`src/rb_defs.svh`:
```
// constants for the readback verify and capture pair: offsets, field positions, reset values, sizes
// assumes one 10 MHz system clock shared by both ends
`ifndef RB_DEFS_SVH
`define RB_DEFS_SVH

// ----------------------------------------------------------------
// sizes
// ----------------------------------------------------------------
`define FRAME_BITS 32
`define NUM_FRAMES 4
`define STREAM_BITS 160
`define MEM_BYTES 20
`define USER_W 8
`define IDX_W 8

// ----------------------------------------------------------------
// configuration memory layout and reset values
// ----------------------------------------------------------------
`define CAP_FRAME 2
`define CAP_BIT 4
`define CFG_INIT_WORD 32'h5a5a_a5a5
`define PAD_BIT 1'b0

// ----------------------------------------------------------------
// checker register offsets (byte addresses)
// ----------------------------------------------------------------
`define REG_CTRL 5'h00
`define REG_STATUS 5'h04
`define REG_IRQ_STAT 5'h08
`define REG_IRQ_MASK 5'h0c
`define REG_FAIL 5'h10
`define REG_TEXT 5'h14
`define REG_LOAD 5'h18

// ----------------------------------------------------------------
// field positions
// ----------------------------------------------------------------
`define CTRL_START 0
`define CTRL_MODE 1
`define CTRL_CAPTURE 2
`define CTRL_RESTORE 3
`define TEXT_SEL_MASK 8
`define IRQ_DONE 0
`define IRQ_MISMATCH 1
`define CHAR_ZERO 8'h30
`define CHAR_ONE 8'h31
`define CHAR_NL 8'h0a

`endif

```
`src/rb_pkg.sv`:
```
// types shared by the device end and the checker end
// assumes rb_defs.svh carries all numeric constants
`default_nettype none

package rb_pkg;

	// ----------------------------------------------------------------
	// state machines, gray coded from idle through run to finish
	// ----------------------------------------------------------------
	typedef enum logic {
		DEV_IDLE = 1'b0,
		DEV_STREAM = 1'b1
	} dev_state_e;

	typedef enum logic [1:0] {
		CHK_IDLE = 2'b00,
		CHK_RUN = 2'b01,
		CHK_FINISH = 2'b11
	} chk_state_e;

	typedef enum logic {
		MODE_GOLDEN = 1'b0,
		MODE_BITSTREAM = 1'b1
	} cmp_mode_e;

endpackage

`default_nettype wire

```
`src/readback_link_if.sv`:
```
// link between the checker end and the device end
// assumes both ends run on the same clock; all signals come from flops
`timescale 1ns/1ps
`default_nettype none

interface readback_link_if;
	logic rb_start;
	logic capture_command;
	logic restore_command;
	logic rb_valid;
	logic rb_bit;
	logic rb_last;

	modport dev (
		input rb_start,
		input capture_command,
		input restore_command,
		output rb_valid,
		output rb_bit,
		output rb_last
	);

	modport chk (
		output rb_start,
		output capture_command,
		output restore_command,
		input rb_valid,
		input rb_bit,
		input rb_last
	);
endinterface

`default_nettype wire

```
`src/readback_device.sv`:
```
// device end: configuration memory, register capture and readback stream
// assumes the capture request comes from user logic on SYS_CLK, which doubles as capture clock
`timescale 1ns/1ps
`default_nettype none
`include "rb_defs.svh"

module readback_device (
	// clock and reset
	input wire logic SYS_CLK,
	input wire logic NRST,
	// link to checker
	readback_link_if.dev LINK,
	// user design side
	input wire logic CAPTURE_REQUEST,
	input wire logic SINGLE_SHOT_OPTION,
	input wire logic [`USER_W-1:0] USER_REGS,
	output logic CAPTURE_GRAB_STROBE,
	output logic RESTORE_PULSE,
	output logic [`USER_W-1:0] RESTORE_VALUE
);
	// ----------------------------------------------------------------
	// capture
	// ----------------------------------------------------------------
	logic [`FRAME_BITS-1:0] cfg_q [0:`NUM_FRAMES-1];
	logic req_prev_q;
	logic grab_q;
	logic restore_q;
	logic [`USER_W-1:0] restore_val_q;

	// single-shot blocks every edge after the first while the request stays high
	wire logic grab_user = CAPTURE_REQUEST & (~SINGLE_SHOT_OPTION | ~req_prev_q);
	wire logic grab = grab_user | LINK.capture_command;
	wire logic [`USER_W-1:0] cell_val = cfg_q[`CAP_FRAME][`CAP_BIT +: `USER_W];

	// capture lands in the initial-state cell, so a later restore brings back the grabbed values
	always_ff @(posedge SYS_CLK) begin
		if (!NRST) begin
			for (int i = 0; i < `NUM_FRAMES; i++) begin
				cfg_q[i] <= `CFG_INIT_WORD;
			end
			req_prev_q <= 1'b0;
			grab_q <= 1'b0;
			restore_q <= 1'b0;
			restore_val_q <= '0;
		end else begin
			req_prev_q <= CAPTURE_REQUEST;
			grab_q <= grab;
			if (grab) begin
				cfg_q[`CAP_FRAME][`CAP_BIT +: `USER_W] <= ~USER_REGS;
			end
			restore_q <= LINK.restore_command;
			if (LINK.restore_command) begin
				restore_val_q <= ~cell_val;
			end
		end
	end

	assign CAPTURE_GRAB_STROBE = grab_q;
	assign RESTORE_PULSE = restore_q;
	assign RESTORE_VALUE = restore_val_q;

	// ----------------------------------------------------------------
	// readback stream
	// ----------------------------------------------------------------
	rb_pkg::dev_state_e state_q;
	logic [`IDX_W-1:0] idx_q;
	logic valid_q;
	logic bit_q;
	logic last_q;

	// data bits carry no header and feed no checksum; the first frame is pure pad
	wire logic in_pad = idx_q < `IDX_W'(`FRAME_BITS);
	wire logic [`IDX_W-1:0] cfg_pos = idx_q - `IDX_W'(`FRAME_BITS);
	wire logic cfg_bit = cfg_q[cfg_pos[6:5]][cfg_pos[4:0]];
	wire logic at_end = idx_q == `IDX_W'(`STREAM_BITS - 1);

	// one bit per clock from start to end, start ignored while streaming
	always_ff @(posedge SYS_CLK) begin
		if (!NRST) begin
			state_q <= rb_pkg::DEV_IDLE;
			idx_q <= '0;
			valid_q <= 1'b0;
			bit_q <= 1'b0;
			last_q <= 1'b0;
		end else begin
			case (state_q)
				rb_pkg::DEV_IDLE: begin
					valid_q <= 1'b0;
					last_q <= 1'b0;
					idx_q <= '0;
					if (LINK.rb_start) begin
						state_q <= rb_pkg::DEV_STREAM;
					end
				end
				rb_pkg::DEV_STREAM: begin
					valid_q <= 1'b1;
					bit_q <= in_pad ? `PAD_BIT : cfg_bit;
					last_q <= at_end;
					idx_q <= idx_q + 1'b1;
					if (at_end) begin
						state_q <= rb_pkg::DEV_IDLE;
					end
				end
				default: state_q <= rb_pkg::DEV_IDLE;
			endcase
		end
	end

	assign LINK.rb_valid = valid_q;
	assign LINK.rb_bit = bit_q;
	assign LINK.rb_last = last_q;
endmodule // readback_device

`default_nettype wire

```
`src/flat_wrapper.sv`:
```
// flat-port wrapper written by rule: the top's interface ports become plain ports
module readback_device_flat 
  (SYS_CLK, NRST, CAPTURE_REQUEST, SINGLE_SHOT_OPTION, USER_REGS, CAPTURE_GRAB_STROBE, RESTORE_PULSE, RESTORE_VALUE, LINK_rb_start, LINK_capture_command, LINK_restore_command, LINK_rb_valid, LINK_rb_bit, LINK_rb_last);
  readback_link_if LINK_i ();
  input wire logic SYS_CLK;
  input wire logic NRST;
  input wire logic CAPTURE_REQUEST;
  input wire logic SINGLE_SHOT_OPTION;
  input wire logic [`USER_W-1:0] USER_REGS;
  output logic CAPTURE_GRAB_STROBE;
  output logic RESTORE_PULSE;
  output logic [`USER_W-1:0] RESTORE_VALUE;
  input wire logic [$bits(LINK_i.rb_start)-1:0] LINK_rb_start;
  input wire logic [$bits(LINK_i.capture_command)-1:0] LINK_capture_command;
  input wire logic [$bits(LINK_i.restore_command)-1:0] LINK_restore_command;
  output wire logic [$bits(LINK_i.rb_valid)-1:0] LINK_rb_valid;
  output wire logic [$bits(LINK_i.rb_bit)-1:0] LINK_rb_bit;
  output wire logic [$bits(LINK_i.rb_last)-1:0] LINK_rb_last;
  assign LINK_i.rb_start = LINK_rb_start;
  assign LINK_i.capture_command = LINK_capture_command;
  assign LINK_i.restore_command = LINK_restore_command;
  assign LINK_rb_valid = LINK_i.rb_valid;
  assign LINK_rb_bit = LINK_i.rb_bit;
  assign LINK_rb_last = LINK_i.rb_last;
  readback_device u_core (.SYS_CLK(SYS_CLK), .NRST(NRST), .LINK(LINK_i), .CAPTURE_REQUEST(CAPTURE_REQUEST), .SINGLE_SHOT_OPTION(SINGLE_SHOT_OPTION), .USER_REGS(USER_REGS), .CAPTURE_GRAB_STROBE(CAPTURE_GRAB_STROBE), .RESTORE_PULSE(RESTORE_PULSE), .RESTORE_VALUE(RESTORE_VALUE));
endmodule
```
`config.mk`:
```
export PLATFORM = sky130hd
export DESIGN_NAME = readback_device_flat
export DESIGN_NICKNAME = d
export VERILOG_FILES = /design/src/rb_pkg.sv /design/src/readback_link_if.sv /design/src/readback_device.sv /design/src/flat_wrapper.sv
export VERILOG_INCLUDE_DIRS = /design/src
export SDC_FILE = /design/constraint.sdc
export NUM_CORES = 1
export LEC_CHECK = 0
export BUFFER_PORTS_ARGS = -buffer_cell sky130_fd_sc_hd__buf_4
export CORE_ASPECT_RATIO = 1.25
export CORE_MARGIN = 5
export CORE_UTILIZATION = 52
export DETAILED_ROUTE_END_ITERATION = 10
export MAX_ROUTING_LAYER = met4
export PLACE_DENSITY = 0.77
export SYNTH_ARGS = -nofsm -noshare
export SYNTH_HDL_FRONTEND = slang
export SYNTH_SLANG_ARGS = --single-unit
```
`constraint.sdc`:
```
create_clock -name SYS_CLK -period 1.93 [get_ports SYS_CLK]
set_clock_uncertainty 0.15 [all_clocks]
set_input_delay 0.0965 -clock SYS_CLK [delete_from_list [all_inputs] [get_ports SYS_CLK]]
set_output_delay 0.0965 -clock SYS_CLK [all_outputs]
set_load 0.05 [all_outputs]
```
## Yosys cells after proc, flatten, opt, wreduce, memory -nomap -nowiden

Memories as Yosys holds them, arrays and structs flattened.
Cells that the tools add are included.

| storage, ports and cells | value |
|---|---|
| memories kept | 1 |
| input port bits | 15 |
| logic and storage cells | 38 |
| bits in registers | 23 |
| bits in writable memories | 32 |
| memory bits (read-only) | 0 |
| latch bits | 0 |

Memory list:

| memory | words | bits a word | read ports | clocked after Yosys merged registers in | wr ports | line | text |
|---|---|---|---|---|---|---|---|
| u_core.cfg_q | 4 | 8 | 2 | 0 | 4 | readback_device.sv:24 | `` logic [`FRAME_BITS-1:0] cfg_q [0:`NUM_FRAMES-1]; `` |

| cells by class | value |
|---|---|
| shifts and indexed selects | 0 |
| reductions and logical operators | 0 |
| divide/modulo/power cells | 0 |
| mux-type cells | 14 |
| magnitude comparators | 2 |
| bitwise operators | 9 |
| equal/unequal tests | 1 |
| multiply operators | 0 |
| add/subtract/negate cells | 2 |

Operator list:

| operator | count |
|---|---|
| $not A8 Y8 | 2 |
| $pmux W8 S2 | 1 |
| $add A8 B1 Y8 const B | 1 |
| $eq A8 B8 Y1 const B | 1 |
| $lt A8 B6 Y1 const B | 1 |
| $mux W1 | 8 |
| $mux W8 | 1 |
| $sub A7 B6 Y7 const B | 1 |
| $lt A5 B6 Y1 const B | 1 |
| $pmux W1 S2 | 3 |
| $bmux W1 S5 | 1 |
| $not A1 Y1 | 3 |
| $or A1 B1 Y1 | 3 |
| $and A1 B1 Y1 | 1 |

## Longest topological paths before layout

| logic depth | value |
|---|---|
| depth in word-level cells | 8 |
| gate-level depth with buffers | 7 |
| depth with buffers taken out | 6 |

## Worst setup path after synthesis

No wires, ideal clock.

| timing | value |
|---|---|
| path type | reg2reg |
| from | reg u_core.idx_q[5] |
| to | reg u_core.bit_q (netlist: u_core.LINK.rb_bit) |
| stages on the path, launching flop included | 6 |
| period minus slack after synthesis | 1567 ps |
| path buffers | 0 |
| arrival | 1325 ps |
| setup slack | 363 ps |
| required time | 1689 ps |
| library setup time | 91 ps |
| cell sequence | dfxtp_1 ha_1 and2b_1 and3_4 o31ai_2 a311oi_1 |

| on the way | value |
|---|---|
| cells in the longest elaborated chain, start to end | 5 |
| elaborated cells between the ends (all ways) | 6 |

RTL lines:

| element | line | text |
|---|---|---|
| start, declared | readback_device.sv:66 | `` logic [`IDX_W-1:0] idx_q; `` |
| start signal, assigned | readback_device.sv:99 | `idx_q <= idx_q + 1'b1;` |
| $sub A7 B6 Y7 | readback_device.sv:73 | `` wire logic [`IDX_W-1:0] cfg_pos = idx_q - `IDX_W'(`FRAME_BITS); `` |
| $mem_v2 Z4 W8 | n/a |  |
| $bmux W1 S5 | readback_device.sv:74 | `wire logic cfg_bit = cfg_q[cfg_pos[6:5]][cfg_pos[4:0]];` |
| $mux W1 (implied by the code) | readback_device.sv:74 |  |
| $mux W1 (*) | readback_device.sv:97 | `` bit_q <= in_pad ? `PAD_BIT : cfg_bit; `` |
| end signal, assigned | readback_device.sv:97 |  |
| end, declared | readback_device.sv:68 | `logic bit_q;` |

Mark *: on every way between the ends. The rest lies on a longest branch, timed or not. The select of a mux whose other input is x is not followed.
A chain may end at the register's enable or synchronous reset.

## Final worst setup path

Same ends and word-level chain as after synthesis.

==> metrics.log <==
INFO  metric run_status = completed
INFO  metric worstPathMaxFanout = 6
INFO  metric worstMarginPinSlew = 0.3689 ns
INFO  metric cellLeakagePower = 0.7026 nW
INFO  metric critPathCaptureType = flop
INFO  metric synth_cells = 124
INFO  metric finalNetCount = 186
INFO  metric number_of_standard_cell_rows_in_the_floorplan = 20
INFO  metric synth-seq-area-share = 54.69%
INFO  metric place.port_buffers = 27
INFO  metric holdCritStartpoint = LINK_capture_command
INFO  metric fillers = 182
INFO  metric total_power = 1.258 mW
INFO  metric worstSetupStartpointType = flop
INFO  metric io_pins = 28
INFO  metric critPathBufInv = 0
INFO  metric cts-htree-levels = 2
INFO  metric rr_worst_depth = 5
INFO  metric crit_chain = ha_1, and2b_1, and3_4, o31ai_2, a311oi_1
INFO  metric timing.critical_path.max_delay_family = simple AND/OR/NAND/NOR gates
INFO  metric cts-root-buf = sky130_fd_sc_hd__clkbuf_4
INFO  metric syn_to_final_growth = 31.64%
INFO  metric r2r_slack = 0.18 ns
INFO  metric max_stage_delay = 0.43 ns
INFO  metric layout_commonest_cell = sky130_fd_sc_hd__buf_4
INFO  metric relSlewSlack = 75.38%
INFO  metric drtIter0Drc = 16
INFO  metric cp_data_required_time = 2.00 ns
INFO  metric maxCapViolations = 0
INFO  metric layout_min_cycle_time = 1.748 ns
INFO  metric drive_above_1_share = 24.40%
INFO  metric holdCritPathClass = input pin to flop
INFO  metric via_count = 1012
INFO  metric setup_viol = 0
INFO  metric drv_slew = 0
INFO  metric place_hpwl = 1.820 mm
INFO  metric number_of_flip_flops_and_latches_in_the_synthesized_netlist = 31
INFO  metric cpMaxStageDelayCell = sky130_fd_sc_hd__dfxtp_1
INFO  metric final_hold_viol_count = 0
INFO  metric timing.setup.critical_path_class = flop to flop
INFO  metric layout.cells.most_common_list = sky130_fd_sc_hd__buf_4 (27), sky130_fd_sc_hd__nor2_1 (25), sky130_fd_sc_hd__dfxtp_1 (23)
INFO  metric num_antenna_cells = 0
INFO  metric number_of_global_route_vias_before_repair = 1091
INFO  metric timing.setup.tns = 0 ns
INFO  metric clock_latency_reported_for_the_late_side_of_the_worst_skew_pair = 0.33 ns
INFO  metric syn_area_per_cell = 10.33 um^2
INFO  metric drt_pre_antenna_iters = 3
INFO  metric yosys.cell_types.count = 39
INFO  metric fin_area = 0.001687 mm^2
INFO  metric layout_worst_path_cycle_share = 90.56%
INFO  metric synth.yosys.warnings = 0
INFO  metric post_cts.repair.setup_buffers = 0
INFO  metric syn_nets = 143
INFO  metric power-per-cell-area = 745.8 mW/mm^2
INFO  metric achievable-frequency = 572.1 MHz
INFO  metric termination_of_the_worst_setup_path = u_core.LINK.rb_bit$_SDFFE_PN0P_
INFO  metric grt_first_pass_wirelength = 4.788 mm
INFO  metric synth.cell_area = 0.001281 mm^2
INFO  metric clk_pin_slew = 0.10 ns
INFO  metric ant_nets = 0
INFO  metric remaining_drc_errors = 0
INFO  metric grt_antenna_before_repair = 0
INFO  metric timing.critical_path.arrival = 1.82 ns
INFO  metric rr_startpoint = u_core.idx_q[5]$_SDFF_PN0_
INFO  metric globalRouteOverflowTotal = 0
INFO  metric dpl_cell_area = 0.001494 mm^2
INFO  metric crit_path_start = u_core.idx_q[5]$_SDFF_PN0_
INFO  metric chip_height = 65.50 um
INFO  metric floorplan.core_area = 0.002402 mm^2
INFO  metric grt_start_max_net_pins = 18
INFO  metric die_w = 54.40 um
INFO  metric wl_per_cell = 13.69 um
INFO  metric cts_max_path_buffers = 2
INFO  metric fp.dieArea = 0.003563 mm^2
INFO  metric gp_routability_congestion = 0.8980
INFO  metric power.ir.vdd_worst = 0.7287 mV
INFO  metric rsz_0062_raised_after_global_routing = no
INFO  metric clock_sink_count = 31
INFO  metric worst_reg2reg_endpoint = u_core.LINK.rb_bit$_SDFFE_PN0P_
INFO  metric cts_buf_count = 5
INFO  metric average_via_count_per_standard_cell = 5.035
INFO  metric tritoncts_clock_tree = yes
INFO  metric sum_of_routed_wire_length_over_all_layers = 2.751 mm
INFO  metric floorplan.initialDensity = 53.33%
INFO  metric grt_util_all_layers = 19.39%
INFO  metric worstSetupPathDepth = 5
==> cell usage after synthesis, drive strengths merged <==
cell type  number  area [um^2]
a211oi          8        60.06
a21boi          1        7.510
a21oi           1        5.000
a311oi          1        8.760
a31oi           1        6.260
and2            2        12.51
and2b           1        7.510
and3            3        25.03
and4            1        8.760
buf             3        23.77
clkbuf          2        7.510
clkinv          1        3.750
dfxtp          23        460.4
edfxtp          8        240.2
ha              4        50.05
inv             5        18.76
mux2            1        15.01
mux2i           4        40.04
nand2           8        30.03
nand2b          1        6.260
nand3           3        15.01
nand4           1        6.260
nor2           25        93.84
nor2b           1        6.260
nor3            1        5.000
nor3b           1        7.510
nor4            2        12.51
o21ai           2        10.00
o31ai           1        12.51
o41ai           1        16.27
or3             1        6.260
xnor2           2        17.52
xor2            4        35.03
==> registers in the layout, indices dropped and copies added (netlist names) <==
signal and count:
u_core.cfg_q 8, u_core.LINK.rb_bit 1, u_core.LINK.rb_valid 1, u_core.req_prev_q 1
u_core.RESTORE_PULSE 1, u_core.idx_q 8, u_core.RESTORE_VALUE 8, u_core.state_q 1
u_core.LINK.rb_last 1, u_core.CAPTURE_GRAB_STROBE 1
==> what timing repair did <==
item	in CTS	in global routing
gates resized for setup	0	0
setup endpoints to repair	0	0
endpoints found under the hold margin	20	0
hold buffers	14	0
==> kinds of logic after synthesis <==
group,Yosys count,share of synthesized area [%]
buffers and inverters,11,4.198
adders and majority gates,4,3.906
muxes,5,4.297
DFF,31,54.69
AOI/OAI and AO/OA,16,9.863
xor gates and xnor gates,6,4.102
and+or+nand+nor,51,18.95
==> worst min-delay path, stage by stage <==
cell and delay [ns]:
sky130_fd_sc_hd__buf_4 0.08, sky130_fd_sc_hd__a21oi_1 0.04, sky130_fd_sc_hd__nand2b_1 0.21, sky130_fd_sc_hd__nor2_1 0.12
==> stage by stage <==
stage | hold slack (ns) | setup slack [ns] | cells | utilization (%)
2_1_floorplan | 0.06821 | 0.3633 | 124 | -
3_3_place_gp | 0.1684 | 0.2978 | 179 | 62.19
3_5_place_dp | 0.1774 | 0.1964 | 179 | 62.19
4_1_cts | 0.1146 | 0.1688 | 201 | 70.21
5_1_grt | 0.1930 | 0.08000 | 201 | 70.21
6_report | 0.1626 | 0.1822 | 201 | 70.21
==> worst min path at each step <==
stage / to / depth (start not counted)
2_1_floorplan: u_core.req_prev_q$_SDFF_PN0_ / 1
3_3_place_gp: u_core.req_prev_q$_SDFF_PN0_ / 2
3_5_place_dp: u_core.req_prev_q$_SDFF_PN0_ / 2
4_1_cts: u_core.CAPTURE_GRAB_STROBE$_SDFF_PN0_ / 4
5_1_grt: u_core.cfg_q[2][2]$_SDFFCE_PN0P_ / 3
6_report: u_core.cfg_q[2][0]$_SDFFCE_PN0P_ / 4
==> layer usage <==
layer  wire length [um]  vias to the layer above  share of wire [%]  track usage (%)
li1                   -                      513                  -                -
met1               1021                      464                 37            18.42
met2               1514                       29                 55            34.88
met3                167                        6                6.1            6.576
met4                 47                        0                1.7            6.854
met5                  0                        -                  0                -
==> area by class of cell <==
cell class / instances / area (um^2) / share of cell area, %
Tap cell: 33 / 41.29 / 2.448
Timing Repair Buffer: 41 / 342.8 / 20.33
Sequential cell: 31 / 700.7 / 41.54
Clock inverter: 3 / 15.01 / 0.8902
Multi-Input combinational cell: 82 / 526.8 / 31.23
Inverter: 6 / 22.52 / 1.335
Clock buffer: 5 / 37.54 / 2.226
==> where the power goes <==
group          internal [mW]  switching (mW)
Combinational         0.0770           0.107
Clock                  0.135           0.219
Sequential             0.699          0.0206
Total                  0.912           0.346
(Power assumes the default switching activity.)
